`src/rtl/osa_regs.svh`:
```
`ifndef OSA_REGS_SVH
`define OSA_REGS_SVH
// on-chip byte offsets
`define OSA_OFS_LUMA0_BASE 20'h00070
`define OSA_OFS_LUMA1_BASE 20'h00074
`define OSA_OFS_CB0_BASE 20'h00078
`define OSA_OFS_CR0_BASE 20'h0007c
`define OSA_OFS_CB1_BASE 20'h00080
`define OSA_OFS_CR1_BASE 20'h00084
`define OSA_OFS_LUMA0_TILE 20'h00088
`define OSA_OFS_LUMA1_TILE 20'h0008c
`define OSA_OFS_CB0_TILE 20'h00090
// debug mirror = on-chip offset + this
`define OSA_DBG_BASE 20'h30100
`define OSA_DBG_PAGE 12'h301
`define OSA_NREGS 9
`define OSA_NBASE 6
`define OSA_RESET 32'h0000_0000
// tiled start fields
`define OSA_TY_MSB 27
`define OSA_TY_LSB 16
`define OSA_TX_MSB 11
`define OSA_TX_LSB 0
// surface page size, 4K
`define OSA_PAGE_SHIFT 12
`endif

```
`src/rtl/osa_pkg.sv`:
```
package osa_pkg;
  typedef logic [31:0] osa_addr_t;
  typedef logic [19:0] osa_page_t;
  typedef logic [11:0] osa_pos_t;
  typedef enum logic [1:0] {
    OSA_BUF0 = 2'b00,
    OSA_BUF1 = 2'b01,
    OSA_BUF_RSV2 = 2'b10,
    OSA_BUF_RSV3 = 2'b11
  } osa_buf_t;
endpackage : osa_pkg

```
`src/rtl/osa_plane_start.sv`:
```
`timescale 1ns/1ps
`include "osa_regs.svh"
module osa_plane_start (
  input wire logic clk,
  input wire logic rstn,
  input wire logic ld,
  input wire logic tiled,
  input wire osa_pkg::osa_addr_t base,
  input wire osa_pkg::osa_addr_t lin_off,
  output osa_pkg::osa_addr_t start,
  output osa_pkg::osa_page_t page_idx
);
  osa_pkg::osa_addr_t next_start;
  osa_pkg::osa_page_t next_page_idx;

  always_comb
  begin
    next_start = start;
    next_page_idx = page_idx;
    if (ld)
    begin
      // tiled panning is x,y; linear panning is added here
      if (tiled)
        next_start = base;
      else
        next_start = base + lin_off;
      next_page_idx = next_start[31:`OSA_PAGE_SHIFT];
    end
  end

  always_ff @(posedge clk)
  begin
    if (!rstn)
    begin
      start <= `OSA_RESET;
      page_idx <= '0;
    end
    else
    begin
      start <= next_start;
      page_idx <= next_page_idx;
    end
  end

  property p_lin_add;
    @(posedge clk) disable iff (!rstn)
    ld && !tiled |=> start == $past(base) + $past(lin_off);
  endproperty
  a_lin_add: assert property (p_lin_add)
    else $error("linear start is not base plus offset");

  property p_page;
    @(posedge clk) disable iff (!rstn)
    page_idx == start[31:`OSA_PAGE_SHIFT];
  endproperty
  a_page: assert property (p_page)
    else $error("page index does not match start address");
endmodule : osa_plane_start

```
`src/rtl/osa_top.sv`:
```
`timescale 1ns/1ps
`include "osa_regs.svh"
// Notes on behaviour
// - base is aperture offset, translated per page
// - base registers read zero on on-chip path
// - linear mode ignores tiled start registers
// - tiled mode takes x,y start from register
// - bits 27:16 are vertical start lines
// - bits 11:0 are horizontal start pixels
// - vertical mirror: y counts from data end
// - horizontal mirror: x is last pixel
// - linear mode adds buffer offset to base
// - read-write at 70h, debug mirror read-only
// - one command bit selects linear or tiled
// - buffer code 0 or 1, others reserved
module osa_top (
  input wire logic clk,
  input wire logic rstn,
  input wire logic reg_wr,
  input wire logic reg_rd,
  input wire logic [19:0] reg_addr,
  input wire logic [31:0] reg_wdata,
  output logic [31:0] reg_rdata,
  output logic reg_rvalid,
  input wire logic cmd_tiled,
  input wire logic [1:0] cmd_mirror,
  input wire logic [1:0] cmd_active_buffer_select,
  input wire logic flip,
  input wire osa_pkg::osa_addr_t [2:0] lin_off,
  input wire osa_pkg::osa_page_t [2:0] gtt_page,
  output logic active_buf,
  output logic fetch_valid,
  output osa_pkg::osa_addr_t [2:0] fetch_start,
  output osa_pkg::osa_page_t [2:0] fetch_index,
  output logic phys_valid,
  output osa_pkg::osa_addr_t [2:0] fetch_phys,
  output osa_pkg::osa_pos_t [1:0] tile_x,
  output osa_pkg::osa_pos_t [1:0] tile_y,
  output logic y_from_end,
  output logic x_is_last
);
  logic [31:0] regs [0:`OSA_NREGS-1];
  logic [31:0] next_regs [0:`OSA_NREGS-1];
  logic [31:0] next_rdata;
  logic next_rvalid;
  logic [5:0] idx;
  logic on_hit;
  logic dbg_hit;

  // one decode serves both windows; low byte picks the register
  always_comb
  begin
    idx = reg_addr[7:2] - 6'h1c;
    on_hit = (reg_addr[19:8] == 12'h000) && (reg_addr[1:0] == 2'b00)
      && (reg_addr[7:0] >= 8'(`OSA_OFS_LUMA0_BASE))
      && (reg_addr[7:0] <= 8'(`OSA_OFS_CB0_TILE));
    dbg_hit = (reg_addr[19:8] == `OSA_DBG_PAGE)
      && (reg_addr[1:0] == 2'b00)
      && (reg_addr[7:0] >= 8'(`OSA_OFS_LUMA0_BASE))
      && (reg_addr[7:0] <= 8'(`OSA_OFS_CB0_TILE));
  end

  always_comb
  begin
    for (int i = 0; i < `OSA_NREGS; i++)
      next_regs[i] = regs[i];
    // debug mirror is read-only, so writes there are dropped
    if (reg_wr && on_hit)
      next_regs[idx[3:0]] = reg_wdata;
    next_rvalid = reg_rd;
    next_rdata = 32'h0000_0000;
    if (reg_rd && dbg_hit)
      next_rdata = regs[idx[3:0]];
    else if (reg_rd && on_hit && idx >= 6'(`OSA_NBASE))
      next_rdata = regs[idx[3:0]];
  end

  always_ff @(posedge clk)
  begin
    if (!rstn)
    begin
      for (int i = 0; i < `OSA_NREGS; i++)
        regs[i] <= `OSA_RESET;
      reg_rdata <= 32'h0000_0000;
      reg_rvalid <= 1'b0;
    end
    else
    begin
      for (int i = 0; i < `OSA_NREGS; i++)
        regs[i] <= next_regs[i];
      reg_rdata <= next_rdata;
      reg_rvalid <= next_rvalid;
    end
  end

  // flip shadow: the fetch sees one consistent set per flip
  osa_pkg::osa_addr_t [2:0] sh_base;
  osa_pkg::osa_addr_t [2:0] next_sh_base;
  osa_pkg::osa_addr_t [2:0] sh_lin;
  osa_pkg::osa_addr_t [2:0] next_sh_lin;
  logic [1:0][31:0] sh_tile;
  logic [1:0][31:0] next_sh_tile;
  logic sh_tiled;
  logic next_sh_tiled;
  logic [1:0] sh_mirror;
  logic [1:0] next_sh_mirror;
  logic ld;
  logic next_ld;
  logic next_active_buf;
  logic sel_ok;
  logic sel1;

  always_comb
  begin
    sel_ok = (cmd_active_buffer_select == osa_pkg::OSA_BUF0)
      || (cmd_active_buffer_select == osa_pkg::OSA_BUF1);
    sel1 = (cmd_active_buffer_select == osa_pkg::OSA_BUF1);
    next_sh_base = sh_base;
    next_sh_lin = sh_lin;
    next_sh_tile = sh_tile;
    next_sh_tiled = sh_tiled;
    next_sh_mirror = sh_mirror;
    next_active_buf = active_buf;
    next_ld = 1'b0;
    // reserved buffer codes leave the last displayed set in place
    if (flip && sel_ok)
    begin
      next_active_buf = sel1;
      next_sh_base[0] = sel1 ? regs[1] : regs[0];
      next_sh_base[1] = sel1 ? regs[4] : regs[2];
      next_sh_base[2] = sel1 ? regs[5] : regs[3];
      next_sh_lin = lin_off;
      next_sh_tile[0] = sel1 ? regs[7] : regs[6];
      // no tiled start register exists for chroma in buffer 1
      next_sh_tile[1] = sel1 ? 32'h0000_0000 : regs[8];
      next_sh_tiled = cmd_tiled;
      next_sh_mirror = cmd_mirror;
      next_ld = 1'b1;
    end
  end

  always_ff @(posedge clk)
  begin
    if (!rstn)
    begin
      sh_base <= '0;
      sh_lin <= '0;
      sh_tile <= '0;
      sh_tiled <= 1'b0;
      sh_mirror <= 2'b00;
      active_buf <= 1'b0;
      ld <= 1'b0;
    end
    else
    begin
      sh_base <= next_sh_base;
      sh_lin <= next_sh_lin;
      sh_tile <= next_sh_tile;
      sh_tiled <= next_sh_tiled;
      sh_mirror <= next_sh_mirror;
      active_buf <= next_active_buf;
      ld <= next_ld;
    end
  end

  genvar p;
  generate
    for (p = 0; p < 3; p++)
    begin : g_plane
      osa_plane_start u_start (
        .clk(clk),
        .rstn(rstn),
        .ld(ld),
        .tiled(sh_tiled),
        .base(sh_base[p]),
        .lin_off(sh_lin[p]),
        .start(fetch_start[p]),
        .page_idx(fetch_index[p])
      );
    end
  endgenerate

  // window position stage, in step with the start addresses
  osa_pkg::osa_pos_t [1:0] next_tile_x;
  osa_pkg::osa_pos_t [1:0] next_tile_y;
  logic next_y_from_end;
  logic next_x_is_last;
  logic next_fetch_valid;
  logic next_phys_valid;
  osa_pkg::osa_addr_t [2:0] next_fetch_phys;

  always_comb
  begin
    next_tile_x = tile_x;
    next_tile_y = tile_y;
    next_y_from_end = y_from_end;
    next_x_is_last = x_is_last;
    next_fetch_valid = ld;
    if (ld)
    begin
      for (int i = 0; i < 2; i++)
      begin
        if (sh_tiled)
        begin
          next_tile_y[i] = sh_tile[i][`OSA_TY_MSB:`OSA_TY_LSB];
          next_tile_x[i] = sh_tile[i][`OSA_TX_MSB:`OSA_TX_LSB];
        end
        else
        begin
          next_tile_y[i] = 12'h000;
          next_tile_x[i] = 12'h000;
        end
      end
      next_y_from_end = sh_tiled && sh_mirror[1];
      next_x_is_last = sh_tiled && sh_mirror[0];
    end
    // table answers in the same cycle the page index is shown
    next_phys_valid = fetch_valid;
    next_fetch_phys = fetch_phys;
    if (fetch_valid)
      for (int i = 0; i < 3; i++)
        next_fetch_phys[i] = {gtt_page[i], fetch_start[i][11:0]};
  end

  always_ff @(posedge clk)
  begin
    if (!rstn)
    begin
      tile_x <= '0;
      tile_y <= '0;
      y_from_end <= 1'b0;
      x_is_last <= 1'b0;
      fetch_valid <= 1'b0;
      phys_valid <= 1'b0;
      fetch_phys <= '0;
    end
    else
    begin
      tile_x <= next_tile_x;
      tile_y <= next_tile_y;
      y_from_end <= next_y_from_end;
      x_is_last <= next_x_is_last;
      fetch_valid <= next_fetch_valid;
      phys_valid <= next_phys_valid;
      fetch_phys <= next_fetch_phys;
    end
  end

  property p_base_hidden;
    @(posedge clk) disable iff (!rstn)
    reg_rd && on_hit && idx < 6'(`OSA_NBASE) |=> reg_rdata == 32'h0;
  endproperty
  a_base_hidden: assert property (p_base_hidden)
    else $error("base register leaked on on-chip read");

  property p_write;
    @(posedge clk) disable iff (!rstn)
    reg_wr && on_hit && idx == 6'h00 |=> regs[0] == $past(reg_wdata);
  endproperty
  a_write: assert property (p_write)
    else $error("write not captured next cycle");

  property p_dbg_ro;
    @(posedge clk) disable iff (!rstn)
    reg_wr && !on_hit |=> $stable(regs[0]) && $stable(regs[1])
      && $stable(regs[2]) && $stable(regs[3]) && $stable(regs[4])
      && $stable(regs[5]) && $stable(regs[6]) && $stable(regs[7])
      && $stable(regs[8]);
  endproperty
  a_dbg_ro: assert property (p_dbg_ro)
    else $error("debug mirror changed by a write");

  property p_tile_lin;
    @(posedge clk) disable iff (!rstn)
    ld && !sh_tiled |=> tile_x == '0 && tile_y == '0;
  endproperty
  a_tile_lin: assert property (p_tile_lin)
    else $error("tiled start used in linear mode");

  property p_tile_y;
    @(posedge clk) disable iff (!rstn)
    ld && sh_tiled |=> tile_y[0] == $past(sh_tile[0][27:16]);
  endproperty
  a_tile_y: assert property (p_tile_y)
    else $error("vertical start field wrong");

  property p_tile_x;
    @(posedge clk) disable iff (!rstn)
    ld && sh_tiled |=> tile_x[0] == $past(sh_tile[0][11:0]);
  endproperty
  a_tile_x: assert property (p_tile_x)
    else $error("horizontal start field wrong");

  property p_mirror;
    @(posedge clk) disable iff (!rstn)
    flip && sel_ok |-> ##2 y_from_end == $past(cmd_tiled && cmd_mirror[1], 2)
      && x_is_last == $past(cmd_tiled && cmd_mirror[0], 2);
  endproperty
  a_mirror: assert property (p_mirror)
    else $error("mirror flags do not follow the flip");

  property p_rsv_buf;
    @(posedge clk) disable iff (!rstn)
    flip && !sel_ok |=> $stable(active_buf) && !ld;
  endproperty
  a_rsv_buf: assert property (p_rsv_buf)
    else $error("reserved buffer code took effect");

  property p_flip_lat;
    @(posedge clk) disable iff (!rstn)
    flip && sel_ok |-> ##2 fetch_valid ##1 phys_valid;
  endproperty
  a_flip_lat: assert property (p_flip_lat)
    else $error("fetch not issued two cycles after flip");

  c_flip0: cover property (@(posedge clk) disable iff (!rstn)
    flip && cmd_active_buffer_select == 2'b00);
  c_flip1_tiled: cover property (@(posedge clk) disable iff (!rstn)
    flip && cmd_active_buffer_select == 2'b01 && cmd_tiled);
  c_dbg_read: cover property (@(posedge clk) disable iff (!rstn)
    reg_rd && dbg_hit);
endmodule : osa_top

```
`config.mk`:
```
export PLATFORM = sky130hd
export DESIGN_NAME = osa_top
export DESIGN_NICKNAME = d
export VERILOG_FILES = /design/src/rtl/osa_pkg.sv /design/src/rtl/osa_plane_start.sv /design/src/rtl/osa_top.sv
export VERILOG_INCLUDE_DIRS = /design/src /design/src/rtl
export SDC_FILE = /design/constraint.sdc
export NUM_CORES = 2
export LEC_CHECK = 0
export BUFFER_PORTS_ARGS = -buffer_cell sky130_fd_sc_hd__buf_2
export CAP_MARGIN = 5
export CORE_MARGIN = 5
export CORE_UTILIZATION = 35
export CTS_BUF_LIST = sky130_fd_sc_hd__clkbuf_2 sky130_fd_sc_hd__clkbuf_4 sky130_fd_sc_hd__clkbuf_8
export DETAILED_ROUTE_END_ITERATION = 7
export GPL_ROUTABILITY_DRIVEN = 0
export PLACE_DENSITY = 0.51
export REMOVE_ABC_BUFFERS = 1
export SKIP_LAST_GASP = 1
export SLEW_MARGIN = 15
export SYNTH_ARGS = -nofsm -noshare
export SYNTH_HDL_FRONTEND = slang
export SYNTH_SLANG_ARGS = --single-unit
```
`constraint.sdc`:
```
create_clock -name clk -period 3.1 [get_ports clk]
set_clock_uncertainty 0.1 [all_clocks]
set_input_delay 0.155 -clock clk [delete_from_list [all_inputs] [get_ports clk]]
set_output_delay 0.155 -clock clk [all_outputs]
set_load 0.01 [all_outputs]
```
== Word level (Yosys, flattened, before mapping) ==
Memories as Yosys holds them, arrays and structs flattened.
Cells that the tools add are included.

* Register bits after elaboration: 590
* RAM bits: 288
* Input port bits: 218
* Output and inout bits: 338
* Logic and storage cells: 101
* Memories: 1

* $add $sub $neg: 4
* Order comparisons: 5
* Equal/unequal tests: 2
* Muxes and demuxes: 30
* Bitwise operators: 10
* Reduce and logical (&&, ||, !) cells: 18

{| class="wikitable"
|+ Memories
! memory !! words !! width !! rd ports !! clocked after memory_dff !! wr ports !! line !! RTL
|-
| regs || 9 || 32 || 10 || 0 || 9 || osa_top.sv:42 || <nowiki>logic [31:0] regs [0:`OSA_NREGS-1];</nowiki>
|}

{| class="wikitable"
|+ Operators by type and width
! operator !! count
|-
| 32-bit two-way mux || 18
|-
| 288-bit bitwise mux || 1
|-
| 288-bit two-way mux || 1
|-
| 32-bit demux with 4-bit select || 1
|-
| 32-bit adder || 3
|-
| 28-bit two-way mux || 2
|-
| 12-bit two-way mux || 4
|-
| 1-bit logical AND || 14
|-
| 12-bit by 10-bit == test with 1-bit output (second input constant) || 1
|-
| 12-bit logical NOT || 1
|-
| 1-bit OR || 9
|-
| 8-bit by 7-bit greater-or-equal comparator with 1-bit output (second input constant) || 1
|-
| 8-bit less-or-equal comparator (second input constant) || 1
|-
| 6-bit by 3-bit greater-or-equal comparator with 1-bit output (second input constant) || 1
|-
| 6-bit by 5-bit subtractor with 6-bit output (second input constant) || 1
|-
| 5-bit greater-or-equal comparator (second input constant) || 1
|-
| 5-bit by 1-bit less-than comparator with 1-bit output (second input constant) || 1
|-
| 4-bit inverter with 5-bit output || 1
|-
| 2-bit logical NOT || 2
|-
| 1-bit two-way mux || 3
|-
| 2-bit by 1-bit == test with 1-bit output (second input constant) || 1
|-
| 1-bit logical OR || 1
|}

== Logic depth before layout (Yosys ltp) ==
* Depth in word-level cells: 9
* Gate-level depth with buffers: 15

== Cells and area by module ==
Synthesis repeated with hierarchy kept, for this count alone.

* Cell total of the unflattened synthesis: 4116
* Area, all modules: 38878.5 um^2

{| class="wikitable"
|+ By module, submodules not included
! module !! instances !! cells each !! area an instance (um^2) !! seq. area each (um^2)
|-
| osa_top || 1 || 2793 || 29060.4 || 14293.7
|-
| osa_plane_start at g_plane[0].u_start ... || 2 || 441 || 3254.4 || 640.6
|-
| osa_plane_start at g_plane[2].u_start || 1 || 441 || 3309.4 || 640.6
|}

== Worst setup path before layout ==
Ideal clock, no wire load.

* Kind: register -> register
* Start point: register sh_lin[0] in the netlist's numbering
* End point: register g_plane[0].u_start.page_idx[16]
* Data arrival time: 2.647 ns
* Slack: 0.226 ns
* Cell stages (with the launch flop): 13
* Clock period less this slack: 2.874 ns
* Path through: dfxtp_1 > ha_1 > fa_1 > a21o_1 > a221oi_2 > a21oi_2 > o21ba_1 > a21oi_2 > o211ai_2 > a311oi_2 > xnor2_1 > a221oi_2 > nor2_1

* Word-level cells in the longest chain between the ends: 2

{| class="wikitable"
|+ RTL lines
! element !! line !! RTL
|-
| start, declared || osa_top.sv:99 || <nowiki>osa_pkg::osa_addr_t [2:0] sh_lin;</nowiki>
|-
| start signal, assigned || osa_top.sv:157 || <nowiki>sh_lin <= next_sh_lin;</nowiki>
|-
| 32-bit adder || osa_plane_start.sv:26 || <nowiki>next_start = base + lin_off;</nowiki>
|-
| 32-bit two-way mux || osa_plane_start.sv:23 || <nowiki>if (tiled)</nowiki>
|-
| end signal, assigned || osa_plane_start.sv:41 || <nowiki>page_idx <= next_page_idx;</nowiki>
|-
| end, declared || osa_plane_start.sv:11 || <nowiki>output osa_pkg::osa_page_t page_idx</nowiki>
|}

Every way passes these cells.
A chain may end at the register's enable or synchronous reset.

== Final worst setup path ==
Ends and elaborated chain as after synthesis.

==> impl_metrics.json <==
{
  "die_area_mm2": 0.1117,
  "ys_top_cells_by_area": "dfxtp_1 44%, mux2i_1 12%, nor2_1 6.2%, a21oi_1 5.7%, nand2_1 4.9%",
  "finalCritPeriodShare_pct": 97.72,
  "ant_nets": 0,
  "chipWidth_um": 334.2,
  "p_per_area_mw_per_mm2": 495.0,
  "worst_setup_path_end_kind": "flip-flop",
  "die_h_um": 334.2,
  "synth_seq_cells": 810,
  "max_freq_mhz": 330.1,
  "antenna_found_initial": 15,
  "hpwl_mm": 89.41,
  "rows": 119,
  "yosysTopAreaCell": "dfxtp_1",
  "grt_pass1_vias": 32270,
  "grt_pass1_wl_mm": 200.3,
  "drt-vias-per-instance": 5.082,
  "start_util_pct": 35.09,
  "cts_buffers": 145,
  "syn_area_mm2": 0.03678,
  "synth_top_flop_cell": "dfxtp_1",
  "yosys_warnings": 0,
  "grt_overflow": 0,
  "avgSynthCellArea_um2": 8.939,
  "io_pins": 556,
  "slew_headroom_pct": 35.38,
  "crit_fanout": 2,
  "hold_viol": 0,
  "wire_per_inst_um": 20.66,
  "worst_pin_slew_ns": 0.9693,
  "grt_max_degree": 99,
  "utilization_pct": 46.74,
  "rsz0062_at_grt": "true",
  "first_pass_iters": 5,
  "clock_latency_ns": 0.85,
  "numPlacedInstances": 5777,
  "final_common_cell": "dfxtp_1",
  "drive_above_1_share_pct": 20.67,
  "cts_tree": "done",
  "peakVddDrop_uv": 354.9,
  "finalSetupViolations": 0,
  "start_kind": "flip-flop",
  "root_buffer": "clkbuf_8",
  "ctsHtreeMaxLevel": 4,
  "netlist.area_leader.share_pct": 44.08,
  "grt_usage_pct": 23.09,
  "worstPathRequired_ns": 3.71,
  "async_reset_ff_share_pct": 0,
  "drc": 0,
  "stdcell_count": 6520,
  "cap_violations": 0,
  "synthCells": 4115,
  "coreArea_mm2": 0.1048,
  "clkTransAtPathRegs_ns": 0.06,
  "status": "completed",
  "power_mw": 24.25,
  "synth_edf_count": 0,
  "drt-initial-drc-count": 2165,
  "synth.distinct_cells": 82,
  "min_period_ns": 3.029,
  "port_buffers": 555,
  "cts.sinks": 810,
  "final_cell_mix": "806 x dfxtp_1, 610 x nor2_1, 550 x buf_2, 480 x nand2_1, 468 x dlygate4sd3_1",
  "clockBufferDepth": 3,
  "wl_mm": 134.7,
  "final_nets": 5327,
  "seq_area_frac_synth_pct": 44.08,
  "syn2layout_area_growth_pct": 33.18,
  "drv_slew": 0,
  "crit_type": "reg -> reg",
  "worstPathArrival_ns": 3.64,
  "vias": 33130,
  "power_leakage_nw": 21.41,
  "holdCritPathClass": "in -> reg"
}
-- what timing repair did --
item / 4_1_cts / 5_1_grt
endpoints found under the hold margin: 650 / 30
pin swaps: 7 / 12
resized for setup: 8 / 20
endpoints found under the setup margin: 8 / 60
hold buffers: 470 / 1
setup buffers: 1 / 3
-- cell usage after synthesis (4+ instances only) --
| cell | instances |
|---|---|
| buf_1 | 40 |
| nor2_1 | 612 |
| buf_2 | 27 |
| clkbuf_1 | 269 |
| mux4_2 | 64 |
| buf_4 | 60 |
| ha_1 | 99 |
| o21bai_1 | 6 |
| xor2_1 | 39 |
| xnor2_1 | 41 |
| a22o_1 | 26 |
| mux2i_1 | 435 |
| a21o_1 | 46 |
| nand3_1 | 89 |
| a211oi_1 | 131 |
| a21oi_1 | 421 |
| or3_1 | 5 |
| nor4_1 | 4 |
| nand4_1 | 11 |
| a211oi_2 | 4 |
| nor2b_1 | 15 |
| o21a_1 | 13 |
| nand2b_1 | 8 |
| nand2_1 | 484 |
| nor3_1 | 18 |
| and2_1 | 8 |
| o211a_1 | 4 |
| a31oi_1 | 18 |
| dfxtp_1 | 810 |
| inv_1 | 14 |
| o31ai_1 | 5 |
| o211ai_1 | 27 |
| a22oi_1 | 51 |
| o21ai_0 | 107 |
| or2_2 | 4 |
| a211o_1 | 5 |
| and3_1 | 18 |
| o21ai_1 | 11 |
-- report_power, final --
part	internal [mW]	switching (mW)	leakage [nW]
logic	1.10	1.36	13.2
clock network	6.17	4.74	1.68
registers	10.6	0.235	6.57
total	17.9	6.34	21.4
-- kinds of logic after synthesis --
| logic type | after synthesis | synth area share, % |
|---|---|---|
| buffers and inverters | 413 | 4.919 |
| adders and majority gates | 102 | 3.531 |
| muxes | 499 | 15.76 |
| xor gates and xnor gates | 80 | 1.905 |
| DFF | 810 | 44.08 |
| AOI/OAI and AO/OA | 920 | 15.59 |
| and+or+nand+nor | 1291 | 14.22 |
-- layer usage --
layer,vias up,part of all wire (%),track usage [%]
met5,-,0.044,0
li1,16180,-,-
met4,8,3.3,8.339
met2,977,46,37.47
met3,235,6.2,4.746
met1,15740,44,30.60
-- state kept, by name, summed over array words and instances, names as in the netlist --
| signal | flops |
|---|---|
| g_plane.u_start.start | 36 |
| sh_lin | 96 |
| sh_tile | 48 |
| tile_y | 24 |
| phys_valid | 1 |
| reg_rdata | 32 |
| sh_tiled | 1 |
| tile_x | 24 |
| g_plane.u_start.page_idx | 60 |
| regs | 288 |
| fetch_phys | 96 |
| fetch_valid | 1 |
| y_from_end | 1 |
| x_is_last | 1 |
| sh_base | 96 |
| ld | 1 |
| active_buf | 1 |
| sh_mirror | 2 |
| reg_rvalid | 1 |
-- final timing paths --
kind	from	to	slack, ns	cells after the start
worst min register to register	active_buf	active_buf	0.35	2
worst min-delay path	lin_off[37]	sh_lin[37]	0.07	4
worst max-delay path	sh_lin[0]	g_plane[0].u_start.page_idx[16]	0.07	12
worst max register to register	sh_lin[0]	g_plane[0].u_start.page_idx[16]	0.07	12
-- critical path: stages, from the launching register on --
cell	delay (ns)
dfxtp_1	0.31
ha_1	0.23
fa_2	0.36
a21o_1	0.23
a221oi_4	0.28
a21oi_2	0.11
o21ba_2	0.26
a21oi_4	0.17
o211ai_2	0.14
a311oi_2	0.30
xnor2_1	0.13
a221oi_2	0.24
nor2_1	0.06
-- metrics by stage --
step / area [um^2] / hold slack (ns) / setup WS (ns) / TNS, ns
3_3_place_gp: 40890 / 0.2893 / -0.1114 / -0.2087
2_1_floorplan: 35040 / 0.1696 / -12.73 / -6228.04
3_5_place_dp: 40890 / 0.2953 / -0.1263 / -0.2974
4_1_cts: 48840 / 0.002903 / -0.02855 / -0.02855
6_report: 48990 / 0.06818 / 0.07055 / 0
5_1_grt: 48970 / 0.04718 / -0.07754 / -0.1311
-- cell type report --
cell class              count  area, um^2
flip-flops and latches    810       16230
clock buffers             231        2879
repair buffers           1141        8797
multi-input cells        2892       18960
clock inverters            27       285.3
inverters                  17       71.32
well taps                1391        1740
diodes                     11       27.53
fillers                 10170       55830
(Power assumes the default switching activity.)
